$ cat src/option_word_consts.vh
// constants for the option word decoder: bit fields, defaults, register map, timing
`ifndef OPTION_WORD_CONSTS_VH
`define OPTION_WORD_CONSTS_VH

// option word width and factory default images
`define OPT_W 15
`define OPT0_DEFAULT 15'h27ff
`define OPT1_DEFAULT 15'h7fe7

// word 0 fields
`define W0_RESET_MODE 10
`define W0_POWER 9
`define W0_LVR_HI 8
`define W0_LVR_LO 7
`define W0_RESET_PIN 6
`define W0_WDT_DIS 5
`define W0_FILT_WIDTH 4
`define W0_FILT_EN 3

// word 1 fields
`define W1_UNUSED_TOP 14
`define W1_SLOW_CLK 13
`define W1_TRIM_HI 12
`define W1_TRIM_LO 7
`define W1_RCF_HI 6
`define W1_RCF_LO 5
`define W1_OSC_HI 3
`define W1_OSC_LO 1
`define W1_CLKOUT_TYPE 0

// low-voltage reset level codes
`define LVR_4V0 2'h0
`define LVR_3V5 2'h1
`define LVR_2V7 2'h2
`define LVR_POR_ONLY 2'h3

// rc frequency codes
`define RCF_1M 2'h0
`define RCF_8M 2'h1
`define RCF_16M 2'h2
`define RCF_4M 2'h3

// oscillator mode codes
`define OSC_XTAL_FAST 3'h7
`define OSC_XTAL_HMID 3'h6
`define OSC_XTAL_MID 3'h5
`define OSC_XTAL_LOW 3'h4
`define OSC_RC_IO 3'h3
`define OSC_RC_CLKOUT 3'h2

// cpu power modes held in the mode register
`define CPU_NORMAL 2'h0
`define CPU_GREEN 2'h1
`define CPU_IDLE 2'h2
`define CPU_SLEEP 2'h3

// apb register byte offsets
`define REG_WORD0 12'h000
`define REG_WORD1 12'h004
`define REG_STATUS 12'h008
`define REG_MODE 12'h00c

// timing
`define PCLK_PERIOD_NS 100
`define LVR_FILTER_NS 5000
`define LVR_FILTER_CYC ((`LVR_FILTER_NS + `PCLK_PERIOD_NS - 1) / `PCLK_PERIOD_NS)
`define FILT_SHORT_CYC 6'h08
`define FILT_LONG_CYC 6'h20

`endif

$ cat src/option_word_config_decode.v
// option word decoder: latches two option words at reset release and drives static settings
//
// Function
// - reset-mode bit 0 starts green, 1 normal
// - power bit 0 low power, 1 normal
// - two-bit field sets low-voltage trip level
// - low-voltage reset only after 5 us low
// - pin bit 0 reset input, 1 gpio
// - watchdog bit 0 enables, 1 disables
// - width bit: 32 clocks if 1, 8 if 0
// - low crystal mode forces 8-clock width
// - filter enable bit 0 off, 1 on
// - filter off in green, idle, sleep
// - slow clock bit 0 32kHz, 1 16kHz
// - programmer-supplied six-bit trim applied to rc
// - two-bit field picks rc frequency
// - three-bit field picks clock source
// - clock-out type: 0 open drain, 1 push-pull
//
// The register addresses and register access over APB are this design's own decisions.
`timescale 1ns/100ps
`include "option_word_consts.vh"
module option_word_config_decode (
  // clock and reset
  input wire pclk,
  input wire presetn,
  // apb slave
  input wire psel,
  input wire penable,
  input wire pwrite,
  input wire [11:0] paddr,
  input wire [31:0] pwdata,
  output reg [31:0] prdata,
  output reg pready,
  output reg pslverr,
  // option words from non-volatile store
  input wire [14:0] option_word0,
  input wire [14:0] option_word1,
  // analog monitors and pins
  input wire supply_below_trip,
  input wire shared_reset_io_pin_in,
  // decoded core settings
  output reg config_valid,
  output reg start_green,
  output reg low_power,
  output reg [1:0] lowvolt_level,
  output reg lowvolt_reset,
  output reg reset_pin_is_reset,
  output reg ext_reset_n,
  output reg gpio_in,
  output reg watchdog_enable,
  output reg filter_active,
  output reg [5:0] filter_len,
  output reg slow_clock_32k,
  output reg [5:0] rc_trim,
  output reg [1:0] rc_freq,
  output reg [2:0] osc_mode,
  output reg osc_mode_valid,
  // clock output on the oscillator input pin
  output reg clkout_o,
  output reg clkout_oe_n
);

////////////////////////////////////////////////////////////////////////////////
// load sequencer

localparam ST_WAIT = 3'b001;
localparam ST_LOAD = 3'b010;
localparam ST_RUN = 3'b100;

reg [2:0] state_r;
reg [2:0] state_nxt;
reg [14:0] word0_r;
reg [14:0] word1_r;
reg load_done_r;

always @* begin
  state_nxt = state_r;
  case (state_r)
    ST_WAIT: state_nxt = ST_LOAD;
    ST_LOAD: state_nxt = ST_RUN;
    ST_RUN: state_nxt = ST_RUN;
    default: state_nxt = ST_WAIT;
  endcase
end

// words are caught by a clocked edge after release, never by the async reset
always @(posedge pclk or negedge presetn) begin
  if (!presetn) begin
    state_r <= ST_WAIT;
    word0_r <= `OPT0_DEFAULT;
    word1_r <= `OPT1_DEFAULT;
    load_done_r <= 1'b0;
  end else begin
    state_r <= state_nxt;
    if (state_r == ST_LOAD) begin
      word0_r <= option_word0;
      word1_r <= option_word1;
      load_done_r <= 1'b1;
    end
  end
end

////////////////////////////////////////////////////////////////////////////////
// field decode

// valid oscillator codes; 000 and 001 are not defined
function osc_ok;
  input [2:0] code;
  begin
    osc_ok = (code[2] == 1'b1) || (code == `OSC_RC_IO) || (code == `OSC_RC_CLKOUT);
  end
endfunction

wire [1:0] lvr_field = {word0_r[`W0_LVR_HI], word0_r[`W0_LVR_LO]};
wire [2:0] osc_field = word1_r[`W1_OSC_HI:`W1_OSC_LO];
wire [1:0] rcf_field = {word1_r[`W1_RCF_HI], word1_r[`W1_RCF_LO]};
wire [5:0] trim_field = word1_r[`W1_TRIM_HI:`W1_TRIM_LO];
// top bit of word 1 is trusted to be 1 and is not looked at
wire osc_low_xtal = (osc_field == `OSC_XTAL_LOW);
wire rc_clkout_mode = (osc_field == `OSC_RC_CLKOUT);

////////////////////////////////////////////////////////////////////////////////
// cpu mode register, software-steered; starts from the option after load

reg [1:0] cpu_mode_r;
reg [1:0] cpu_mode_nxt;

wire apb_setup = psel && !penable;
wire apb_write = psel && penable && pready && pwrite;
wire hit_mode = (paddr == `REG_MODE);

always @* begin
  cpu_mode_nxt = cpu_mode_r;
  if (state_r == ST_LOAD) begin
    if (!option_word0[`W0_RESET_MODE])
      cpu_mode_nxt = `CPU_GREEN;
    else
      cpu_mode_nxt = `CPU_NORMAL;
  end else if (apb_write && hit_mode && !pslverr) begin
    cpu_mode_nxt = pwdata[1:0];
  end
end

always @(posedge pclk or negedge presetn) begin
  if (!presetn)
    cpu_mode_r <= `CPU_NORMAL;
  else
    cpu_mode_r <= cpu_mode_nxt;
end

////////////////////////////////////////////////////////////////////////////////
// noise filter on the shared pin

reg [5:0] filt_len_nxt;
reg filt_on_nxt;

always @* begin
  if (osc_low_xtal)
    filt_len_nxt = `FILT_SHORT_CYC;
  else if (word0_r[`W0_FILT_WIDTH])
    filt_len_nxt = `FILT_LONG_CYC;
  else
    filt_len_nxt = `FILT_SHORT_CYC;
  // low-power modes run without the filter
  filt_on_nxt = word0_r[`W0_FILT_EN] && (cpu_mode_r == `CPU_NORMAL);
end

wire pin_filtered;

pulse_filter #(
  .RST_VAL(1'b1)
) u_pin_filter (
  .pclk(pclk),
  .presetn(presetn),
  .bypass(!filter_active),
  .len(filter_len),
  .din(shared_reset_io_pin_in),
  .dout(pin_filtered)
);

////////////////////////////////////////////////////////////////////////////////
// low-voltage reset: supply must stay low for the full window

localparam integer LVR_LEN_I = `LVR_FILTER_CYC;
localparam [5:0] LVR_LEN = LVR_LEN_I[5:0];

wire supply_low_held;

pulse_filter #(
  .RST_VAL(1'b0)
) u_lvr_filter (
  .pclk(pclk),
  .presetn(presetn),
  .bypass(1'b0),
  .len(LVR_LEN),
  .din(supply_below_trip),
  .dout(supply_low_held)
);

////////////////////////////////////////////////////////////////////////////////
// instruction-cycle clock for the clock-out pin

reg icyc_r;

always @(posedge pclk or negedge presetn) begin
  if (!presetn)
    icyc_r <= 1'b0;
  else
    icyc_r <= ~icyc_r;
end

////////////////////////////////////////////////////////////////////////////////
// registered outputs; word-derived settings hold still once loaded, pin, brown-out, filter-on and clock-out outputs keep changing

always @(posedge pclk or negedge presetn) begin
  if (!presetn) begin
    config_valid <= 1'b0;
    start_green <= 1'b0;
    low_power <= 1'b0;
    lowvolt_level <= `LVR_POR_ONLY;
    lowvolt_reset <= 1'b0;
    reset_pin_is_reset <= 1'b0;
    ext_reset_n <= 1'b1;
    gpio_in <= 1'b1;
    watchdog_enable <= 1'b0;
    filter_active <= 1'b0;
    filter_len <= `FILT_SHORT_CYC;
    slow_clock_32k <= 1'b0;
    rc_trim <= 6'h3f;
    rc_freq <= `RCF_4M;
    osc_mode <= `OSC_RC_IO;
    osc_mode_valid <= 1'b1;
    clkout_o <= 1'b0;
    clkout_oe_n <= 1'b1;
  end else begin
    config_valid <= load_done_r;
    start_green <= !word0_r[`W0_RESET_MODE];
    low_power <= !word0_r[`W0_POWER];
    lowvolt_level <= lvr_field;
    // por-only setting never trips
    lowvolt_reset <= load_done_r && (lvr_field != `LVR_POR_ONLY) && supply_low_held;
    reset_pin_is_reset <= !word0_r[`W0_RESET_PIN];
    if (!word0_r[`W0_RESET_PIN]) begin
      ext_reset_n <= pin_filtered;
      gpio_in <= 1'b1;
    end else begin
      ext_reset_n <= 1'b1;
      gpio_in <= pin_filtered;
    end
    watchdog_enable <= load_done_r && !word0_r[`W0_WDT_DIS];
    filter_active <= load_done_r && filt_on_nxt;
    filter_len <= filt_len_nxt;
    slow_clock_32k <= !word1_r[`W1_SLOW_CLK];
    rc_trim <= trim_field;
    rc_freq <= rcf_field;
    osc_mode <= osc_field;
    osc_mode_valid <= osc_ok(osc_field);
    if (load_done_r && rc_clkout_mode) begin
      if (word1_r[`W1_CLKOUT_TYPE]) begin
        clkout_o <= icyc_r;
        clkout_oe_n <= 1'b0;
      end else begin
        // open drain: only pull low, release for high
        clkout_o <= 1'b0;
        clkout_oe_n <= icyc_r;
      end
    end else begin
      clkout_o <= 1'b0;
      clkout_oe_n <= 1'b1;
    end
  end
end

////////////////////////////////////////////////////////////////////////////////
// apb slave: one wait-free access phase, data prepared in setup

function addr_mapped;
  input [11:0] a;
  begin
    addr_mapped = (a == `REG_WORD0) || (a == `REG_WORD1) || (a == `REG_STATUS) || (a == `REG_MODE);
  end
endfunction

reg [31:0] rdata_nxt;

always @* begin
  rdata_nxt = 32'h00000000;
  case (paddr)
    `REG_WORD0: rdata_nxt = {17'h00000, word0_r};
    `REG_WORD1: rdata_nxt = {17'h00000, word1_r};
    `REG_STATUS: rdata_nxt = {24'h000000, osc_mode_valid, filter_active, pin_filtered,
                              supply_low_held, lowvolt_reset, 2'h0, config_valid};
    `REG_MODE: rdata_nxt = {30'h00000000, cpu_mode_r};
    default: rdata_nxt = 32'h00000000;
  endcase
end

always @(posedge pclk or negedge presetn) begin
  if (!presetn) begin
    pready <= 1'b0;
    pslverr <= 1'b0;
    prdata <= 32'h00000000;
  end else if (apb_setup) begin
    pready <= 1'b1;
    // writes to read-only words are refused like unmapped ones
    pslverr <= !addr_mapped(paddr) || (pwrite && !hit_mode);
    prdata <= pwrite ? 32'h00000000 : rdata_nxt;
  end else begin
    pready <= 1'b0;
    pslverr <= 1'b0;
  end
end

endmodule

$ cat src/pulse_filter.v
// pulse filter: output follows input only after it has held a new level for len cycles
`timescale 1ns/100ps
module pulse_filter #(
  parameter RST_VAL = 1'b0
) (
  // clock and reset
  input wire pclk,
  input wire presetn,
  // control
  input wire bypass,
  input wire [5:0] len,
  // data
  input wire din,
  output reg dout
);

reg [5:0] cnt_r;

always @(posedge pclk or negedge presetn) begin
  if (!presetn) begin
    cnt_r <= 6'h00;
    dout <= RST_VAL;
  end else if (bypass || din == dout) begin
    cnt_r <= 6'h00;
    dout <= din;
  end else if (cnt_r + 6'h01 >= len) begin
    // level held for len cycles in a row
    cnt_r <= 6'h00;
    dout <= din;
  end else begin
    cnt_r <= cnt_r + 6'h01;
  end
end

endmodule

$ cat config.mk
export PLATFORM = sky130hd
export DESIGN_NAME = option_word_config_decode
export DESIGN_NICKNAME = d
export VERILOG_FILES = /design/src/option_word_config_decode.v /design/src/pulse_filter.v
export VERILOG_INCLUDE_DIRS = /design/src
export SDC_FILE = /design/constraint.sdc
export NUM_CORES = 1
export LEC_CHECK = 0
export ABC_CLOCK_PERIOD_IN_PS = 4200
export BUFFER_PORTS_ARGS = -buffer_cell sky130_fd_sc_hd__clkbuf_2
export CELL_PAD_IN_SITES_DETAIL_PLACEMENT = 1
export CELL_PAD_IN_SITES_GLOBAL_PLACEMENT = 2
export CORE_UTILIZATION = 34
export DETAILED_ROUTE_END_ITERATION = 7
export GPL_TIMING_DRIVEN = 0
export PLACE_DENSITY = 0.88
export SETUP_SLACK_MARGIN = 0.1
export SYNTH_ARGS = -nofsm -noshare
export SYNTH_HDL_FRONTEND = slang
export SYNTH_HIERARCHICAL = 1
export SYNTH_SLANG_ARGS = --single-unit
export TNS_END_PERCENT = 20
$ cat constraint.sdc
create_clock -name pclk -period 4.2 [get_ports pclk]
set_clock_uncertainty 0.1 [all_clocks]
set_input_delay 0.21 -clock pclk [delete_from_list [all_inputs] [get_ports pclk]]
set_output_delay 0.21 -clock pclk [all_outputs]
set_load 0.1 [all_outputs]
== After elaboration in Yosys (flattened, before gate mapping) ==
Cells that the tools add are included.

* Bits in registers: 117
* Bits of input ports: 81
* Output and inout port bits: 66
* Word-level logic and storage cells: 108

* Add/sub/neg operators: 2
* Order comparisons: 2
* Equal/unequal tests: 12
* Muxes and demuxes: 24
* Bitwise operators: 1
* Reductions and logical operators: 36

{| class="wikitable"
|+ Operators by type and width
! kind !! count
|-
| 15-bit one-hot mux with 4 select lines || 1
|-
| 6-bit two-way mux || 6
|-
| 32-bit two-way mux || 1
|-
| 12-bit by 4-bit == test with 1-bit output (second input constant) || 2
|-
| 1-bit logical AND || 13
|-
| 1-bit two-way mux || 13
|-
| 6-bit by 1-bit adder with 6-bit output (second input constant) || 2
|-
| 12-bit by 3-bit == test with 1-bit output (second input constant) || 1
|-
| 12-bit zero test || 1
|-
| 1-bit zero test || 10
|-
| 3-bit by 2-bit == test with 1-bit output (second input constant) || 3
|-
| 1-bit logical OR || 7
|-
| 3-bit == test (second input constant) || 2
|-
| 6-bit greater-or-equal comparator || 1
|-
| 6-bit greater-or-equal comparator (second input constant) || 1
|-
| 3-bit one-hot mux with 2 select lines || 1
|-
| 2-bit nonzero test || 3
|-
| 2-bit two-way mux || 2
|-
| 3-bit by 1-bit == test with 1-bit output (second input constant) || 1
|-
| 1-bit == test || 2
|-
| 2-bit zero test || 1
|-
| 2-bit != test (second input constant) || 1
|-
| 2-bit OR reduction || 1
|-
| 1-bit inverter || 1
|}

== Longest topological paths before layout ==
Gate-level depths: netlist (run 1).

* Depth in word-level cells: 7
* Depth in mapped cells: 7
* Mapped depth without buffers: 7

== Cells and area by module ==
The synthesis (run 1) kept the hierarchy.

{| class="wikitable"
|+ Modules (own cells, without submodules)
! module !! times used !! cells an instance !! area each (µm²) !! seq. area each (µm²)
|-
| option_word_config_decode || 1 || 249 || 3306.9 || 2105.8
|-
| pulse_filter at u_pin_filter || 1 || 43 || 474.2 || 176.4
|-
| pulse_filter at u_lvr_filter || 1 || 43 || 473.0 || 175.2
|}

== Worst setup path after synthesis (run 1) ==
No wires, ideal clock.

* Path kind: register -> register
* Start: register filter_len[5]
* End: register u_pin_filter.dout
* Setup time: 0.082 ns
* Data arrival time: 2.230 ns
* Data required time: 4.018 ns
* Setup slack: 1.788 ns
* Cell stages (with the launch flop): 6
* Buffers on the path: 0
* Period minus slack after synthesis: 2.412 ns
* Cell sequence: dfrtp_1 inv_1 ha_1 a2111oi_4 o221ai_2 mux2_4

* Word-level cells in the longest chain between the ends: 2

{| class="wikitable"
|+ RTL lines
! what !! RTL line !! text
|-
| from (decl) || option_word_config_decode.v:53 || <nowiki>output reg [5:0] filter_len,</nowiki>
|-
| from (signal assigned) || option_word_config_decode.v:228 || <nowiki>filter_len <= `FILT_SHORT_CYC;</nowiki>
|-
| from (signal assigned) || option_word_config_decode.v:253 || <nowiki>filter_len <= filt_len_nxt;</nowiki>
|-
| 6-bit greater-or-equal comparator || pulse_filter.v:26 || <nowiki>end else if (cnt_r + 6'h01 >= len) begin</nowiki>
|-
| 2-bit nonzero test (no line) || n/a ||
|-
| to (signal assigned) || pulse_filter.v:25 || <nowiki>dout <= din;</nowiki>
|-
| to (signal assigned) || pulse_filter.v:29 || <nowiki>dout <= din;</nowiki>
|-
| to (decl) || pulse_filter.v:14 || <nowiki>output reg dout</nowiki>
|}

No other way between the ends.
A chain may end at the register's enable or synchronous reset.

== Worst setup path after layout (run 1) ==
* Start: register u_pin_filter.cnt_r[0]
* End: register u_pin_filter.dout

* Word-level cells in the longest chain between the ends: 3

{| class="wikitable"
|+ RTL lines
! what !! RTL line !! text
|-
| from (decl) || pulse_filter.v:17 || <nowiki>reg [5:0] cnt_r;</nowiki>
|-
| from (signal assigned) || pulse_filter.v:31 || <nowiki>cnt_r <= cnt_r + 6'h01;</nowiki>
|-
| 6-bit by 1-bit adder with 6-bit output || pulse_filter.v:26 ||
|-
| 6-bit greater-or-equal comparator || pulse_filter.v:26 ||
|-
| 2-bit nonzero test (no line) || n/a ||
|}

No other way between the ends.

==> impl_metrics.ini, run 1 <==
[run_status]
status = completed

[finish]
finalNonFillerCells = 662
syn2layout_area_growth_pct = 29.88
final_common_cell = clkbuf_2
fillCellCount = 1390
layout_common_cells = clkbuf_2, dfrtp_1, dfstp_2
n_antenna_cell = 0
nets = 584
drive_gt1_share_pct = 46.96

[grt]
grt_pass1_vias = 3236
track_usage_pct = 17.22
grt_pass1_wl_mm = 16.83
antenna_found_initial = 0
grt_max_degree = 51
globalRoute.totalOverflow = 0

[logic_synthesis]
synth_compound_area_share_pct = 7.441
synth_xor_area_share_pct = 2.265
yosys.area_share.simple_pct = 9.647
synthAdderAreaFrac_pct = 4.118
yosysUniqueCellTypes = 41
synth_top_cell_by_area = dfrtp_1
seq_area_frac_synth_pct = 57.76
ys.warnings.count = 6
synth_area_leaders = dfrtp_1, dfstp_2, mux2_2
synth_cells = 335
ys_ff_latch = 96
synth_top_area_share_pct = 30.59
synth_mux_area_share_pct = 11.41
synth_top_family_by_area = multiplexers
syn_area_um2 = 4254
avgSynthCellArea_um2 = 12.70

[clock_tree]
htreeDepth = 3
cts_buffers = 9
clock-sinks = 96
insertion_delay_ps = 340
cts_hold_repair.buffers = 18
post-cts-setup-buffers = 0
clk_pin_slew_ps = 70
clk_path_buf_depth = 2
root_buffer = clkbuf_16
cts_resized = 0
cts_tree = yes

[sta]
rsz0062_at_grt = false
timing.fmax_mhz = 421.9
setup_viol = 0
finalCriticalPeriod_ps = 2370
hold_violations = 0
period_share_pct = 56.43
tightest_slew_ps = 837.2
relSlewSlack_pct = 43.76
setup_tns_ps = 0
slew_viol_final = 0
setup_ws_ps = 1830

[route]
first_pass_iters = 4
drc = 0
drt_iter0_markers = 74
num_vias = 2967
drtAntennaViolNets = 0
viasPerCell = 4.482
wl_per_cell_um = 15.62
wl_mm = 10.34

[pwr]
leakage_uw = 0.002702
powerDensity_nw_per_um2 = 386.9
finalPower_uw = 2138
ir_worst_vdd_uv = 268.1

[floorplan]
fp.dieW_um = 113.9
ioPinCount = 147
dieHeight_um = 113.9
die_area_um2 = 12960
coreArea_um2 = 12110
rows = 40
start_util_pct = 35.12

[setup_path]
critPathKind = reg -> reg
cp.arrival_ps = 2540
cp_max_fo = 7
crit_required_ps = 4370
cp-end-kind = register
start_kind = register

[place]
io_buffer_count = 94
gp_congestion = 0.7310
dp_slack_ps = 1828
hpwl_mm = 7.431
dp_cells = 628

[hold_path]
min_path_type = in -> reg

[flow_run]
cap_violations = 0
## report_power, final
group          total, uW  internal [uW]  switching, uW  leakage (uW)
Sequential          1000            977           26.2       0.00113
Combinational        381           99.8            281       0.00145
Clock                753            401            352      0.000118
Total               2140           1480            660       0.00270
## cell type report
| class | count | area, um2 | share of cell area [%] |
|---|---|---|---|
| inverter | 20 | 75.07 | 1.359 |
| clock buffer | 11 | 232.7 | 4.212 |
| buffer | 31 | 230.2 | 4.167 |
| clock inverter | 5 | 35.03 | 0.6341 |
| multi-input combinational | 218 | 1604 | 29.03 |
| timing repair buffer | 113 | 680.7 | 12.32 |
| sequential | 96 | 2457 | 44.47 |
| tap | 168 | 210.2 | 3.804 |
## kinds of logic after synthesis
logic type               Yosys count
flip-flops                        96
AND/OR/NAND/NOR                   77
buffers and inverters             51
multiplexers                      43
AO/OA/AOI/OAI                     41
adder cells (fa/ha/maj)           14
XOR/XNOR                          11
other                              2
## cells in the mapped netlist (all sizes together)
library cell,n
a31oi,1
xor2,4
dfstp,44
or2,3
a21oi,7
nor3b,2
mux4,1
mux2i,14
nor2,12
o221ai,2
and4,1
buf,29
nand2b,4
nor4,1
o21ai,21
nand3,6
dfrtp,52
a22o,6
and2b,8
nand2,27
ha,14
nor4bb,1
and3,1
nor2b,2
xnor2,7
conb,2
or3,1
nand4,4
inv,20
a2111oi,2
nor3,3
a22oi,1
a32o,1
mux2,28
or4,1
clkbuf,2
## state kept, by name, indices dropped and copies added (netlist names), 2 cells and up
signal / count
state_r: 3
filter_len: 2
cpu_mode_r: 2
rc_trim: 6
word0_r: 15
u_pin_filter/cnt_r: 6
osc_mode: 3
prdata: 15
lowvolt_level: 2
u_lvr_filter/cnt_r: 6
word1_r: 15
rc_freq: 2
## metrics by stage
stage,utilization (%),cell area (um2),hold WS [ps]
4_1_cts,45.62,5525,0.4053
6_report,45.62,5525,7.967
3_3_place_gp,41.67,5047,263.7
5_1_grt,45.62,5525,1.344
2_1_floorplan,-,4367,-185.6
3_5_place_dp,41.92,5077,218.7
## layer usage
metal  up-vias  wire length (um)  track usage [%]
li1       1391                 -                -
met1      1498              4242            20.38
met2        65              5489            30.37
met3        13               488            4.782
met4         0               118            5.368
met5         -                 0                0
## worst max-delay path, stage by stage (launching register included)
cell and delay (ps):
dfrtp_1 400, nand3_1 140, nor2_1 150, xor2_1 210, ha_1 330, a2111oi_4 390
o221ai_2 240, mux2_4 340
## path summary, 6_finish.rpt
kind / start / endpoint / slack [ps] / depth (start not counted)
worst max-delay path: u_pin_filter/cnt_r[0] / u_pin_filter/dout / 1830 / 7
worst min-delay path: option_word0[1] / word0_r[1] / 8 / 2
worst max register to register: u_pin_filter/cnt_r[0] / u_pin_filter/dout / 1830 / 7
worst min register to register: word1_r[9] / rc_trim[2] / 280 / 0
max in group asynchronous: presetn / rc_trim[3] / 2920 / 3
min in group asynchronous: presetn / state_r[2] / 360 / 2
(Power assumes the default switching activity.)
==> inputs of run 2 (changes only) <==
- ABC_CLOCK_PERIOD_IN_PS: 4200 -> 2400
- CORE_UTILIZATION: 34 -> 32
- PLACE_DENSITY: 0.88 -> 0.84
- clock period: 4.2 -> 2.4 ns (I/O delays scaled with it)
==> run 2 against run 1 <==
Net effect: clock power grew 73%; hold slack gained 10 ps; sequential power grew 75%; core utilization shrank 0.29 points; die area grew 6.1%; sequential cell count is the same; final area grew 4.8%; final cell count grew 4.4%; fmax grew 5.6%; combinational power grew 86%; clock-buffer cell count grew 1; register-to-register slack lost 1700 ps; highest routed layer unchanged.
==> impl_metrics.ini, run 2 (synthesized netlist as in run 1, its figures left out) <==
[place]
dp_slack_ps = 51.67
dp_cells = 632
gp_congestion = 0.7005
io_buffer_count = 94
hpwl_mm = 7.463

[setup_path]
crit_start = u_pin_filter/cnt_r[0]
cp_max_fo = 6
cp.arrival_ps = 2410
critPathTopFamily = compound AO/OA/AOI/OAI gates
critPathKind = reg -> reg
cp-endpoint = u_pin_filter/dout
r2r-start = u_pin_filter/cnt_r[0]
crit_path_cell_trace = nand3_2 > nor2_2 > xor2_1 > ha_1 > a2111oi_4 > o221ai_4 > mux2_4
r2r_cells = 7
reg2reg_setup_slack_ps = 160
crit_required_ps = 2560
start_kind = register
cp_slowest_cell = a2111oi_4
max_stage_delay_ps = 420
path_buf_inv = 0
cp-end-kind = register
r2r_end = u_pin_filter/dout
worstSetupPathDepth = 7

[clock_tree]
cts_buffers = 9
htreeDepth = 3
clk_path_buf_depth = 2
root_buffer = clkbuf_16
clock-sinks = 96
clk_pin_slew_ps = 60
insertion_delay_ps = 340
cts_tree = yes

[sta]
finalCriticalPeriod_ps = 2244
timing.fmax_mhz = 445.6
setup_ws_ps = 155.8
period_share_pct = 93.51
relSlewSlack_pct = 34.13
hold_violations = 0
setup_tns_ps = 0
tightest_slew_ps = 980.5
whs_ps = 18.45
rsz0062_at_grt = true
setup_viol = 0
slew_viol_final = 0

[grt]
grt_max_degree = 56
grt_pass1_wl_mm = 17.38
globalRoute.totalOverflow = 0
track_usage_pct = 16.53
grt_pass1_vias = 3263
antenna_found_initial = 0

[floorplan]
rows = 41
coreArea_um2 = 12770
die_area_um2 = 13760
start_util_pct = 33.30
ioPinCount = 147
fp.dieW_um = 117.3
dieHeight_um = 117.3

[route]
wl_per_cell_um = 15.55
wl_mm = 10.74
viasPerCell = 4.388
drtAntennaViolNets = 0
drc = 0
drt_iter0_markers = 81
first_pass_iters = 4
num_vias = 3032

[finish]
nets = 609
finalNonFillerCells = 691
syn2layout_area_growth_pct = 36.12
drive_gt1_share_pct = 46.82
layout_common_cells = clkbuf_2, dfrtp_1, dfstp_2
final_common_cell = clkbuf_2
top_regs = prdata x15, word0_r x15, word1_r x15
n_antenna_cell = 0

[pwr]
ir_worst_vdd_uv = 379.1
leakage_uw = 0.002831
finalPower_uw = 3763
powerDensity_nw_per_um2 = 649.8

[hold_path]
whs_path_depth = 3
min_path_type = in -> reg

[flow_run]
cap_violations = 0

[run_status]
status = completed
run 2: timing repair:
action / 4_1_cts / 5_1_grt
setup buffers: 2 / 6
hold buffers: 35 / 0
hold endpoints to repair: 56 / 0
gates resized for setup: 1 / 3
cloned: 0 / 0
pin swaps: 2 / 7
setup endpoints to repair: 1 / 11
run 2: where the power goes:
| group | leakage, uW | switching, uW | internal [uW] | total, uW |
|---|---|---|---|---|
| logic | 0.00157 | 506 | 201 | 707 |
| registers | 0.00113 | 43.4 | 1710 | 1750 |
| clock network | 0.000136 | 578 | 724 | 1300 |
| total | 0.00283 | 1130 | 2640 | 3760 |
run 2: worst min path at each step:
stage	end	slack [ps]	start
3_3_place_gp	word0_r[9]	220	option_word0[9]
2_1_floorplan	clkout_o	-280	presetn
3_5_place_dp	u_lvr_filter/cnt_r[3]	90	presetn
4_1_cts	cpu_mode_r[0]	4	pwdata[0]
5_1_grt	cpu_mode_r[0]	40	pwdata[0]
6_report	cpu_mode_r[0]	20	pwdata[0]
run 2: tightest hold or removal path: stages:
cell and delay (ps):
clkbuf_2 80, a31oi_1 120, a22oi_1 80
run 2: layout make-up:
type / count / area, um2
Clock inverter: 4 / 20.02
Clock buffer: 12 / 246.5
Timing Repair Buffer: 138 / 910.9
Tap cell: 172 / 215.2
Fill cell: 1405 / 6983
Multi-Input combinational cell: 218 / 1634
Inverter: 20 / 75.07
Sequential cell: 96 / 2459
Buffer: 31 / 230.2
run 2: metrics by stage:
step | util [%] | cell area, um2
floorplan | - | 4368
global placement | 39.56 | 5054
detailed placement | 39.80 | 5084
CTS | 44.83 | 5727
global route | 45.33 | 5791
finish | 45.33 | 5791
run 2: layer usage:
metal | vias to the layer above | routed length (um) | global-route usage, % | share of wire (%)
met5 | - | 0 | 0 | 0
met4 | 0 | 88 | 3.653 | 0.82
met3 | 9 | 541 | 5.058 | 5.0
met2 | 73 | 5510 | 28.40 | 51
met1 | 1504 | 4604 | 20.24 | 43
li1 | 1446 | - | - | -
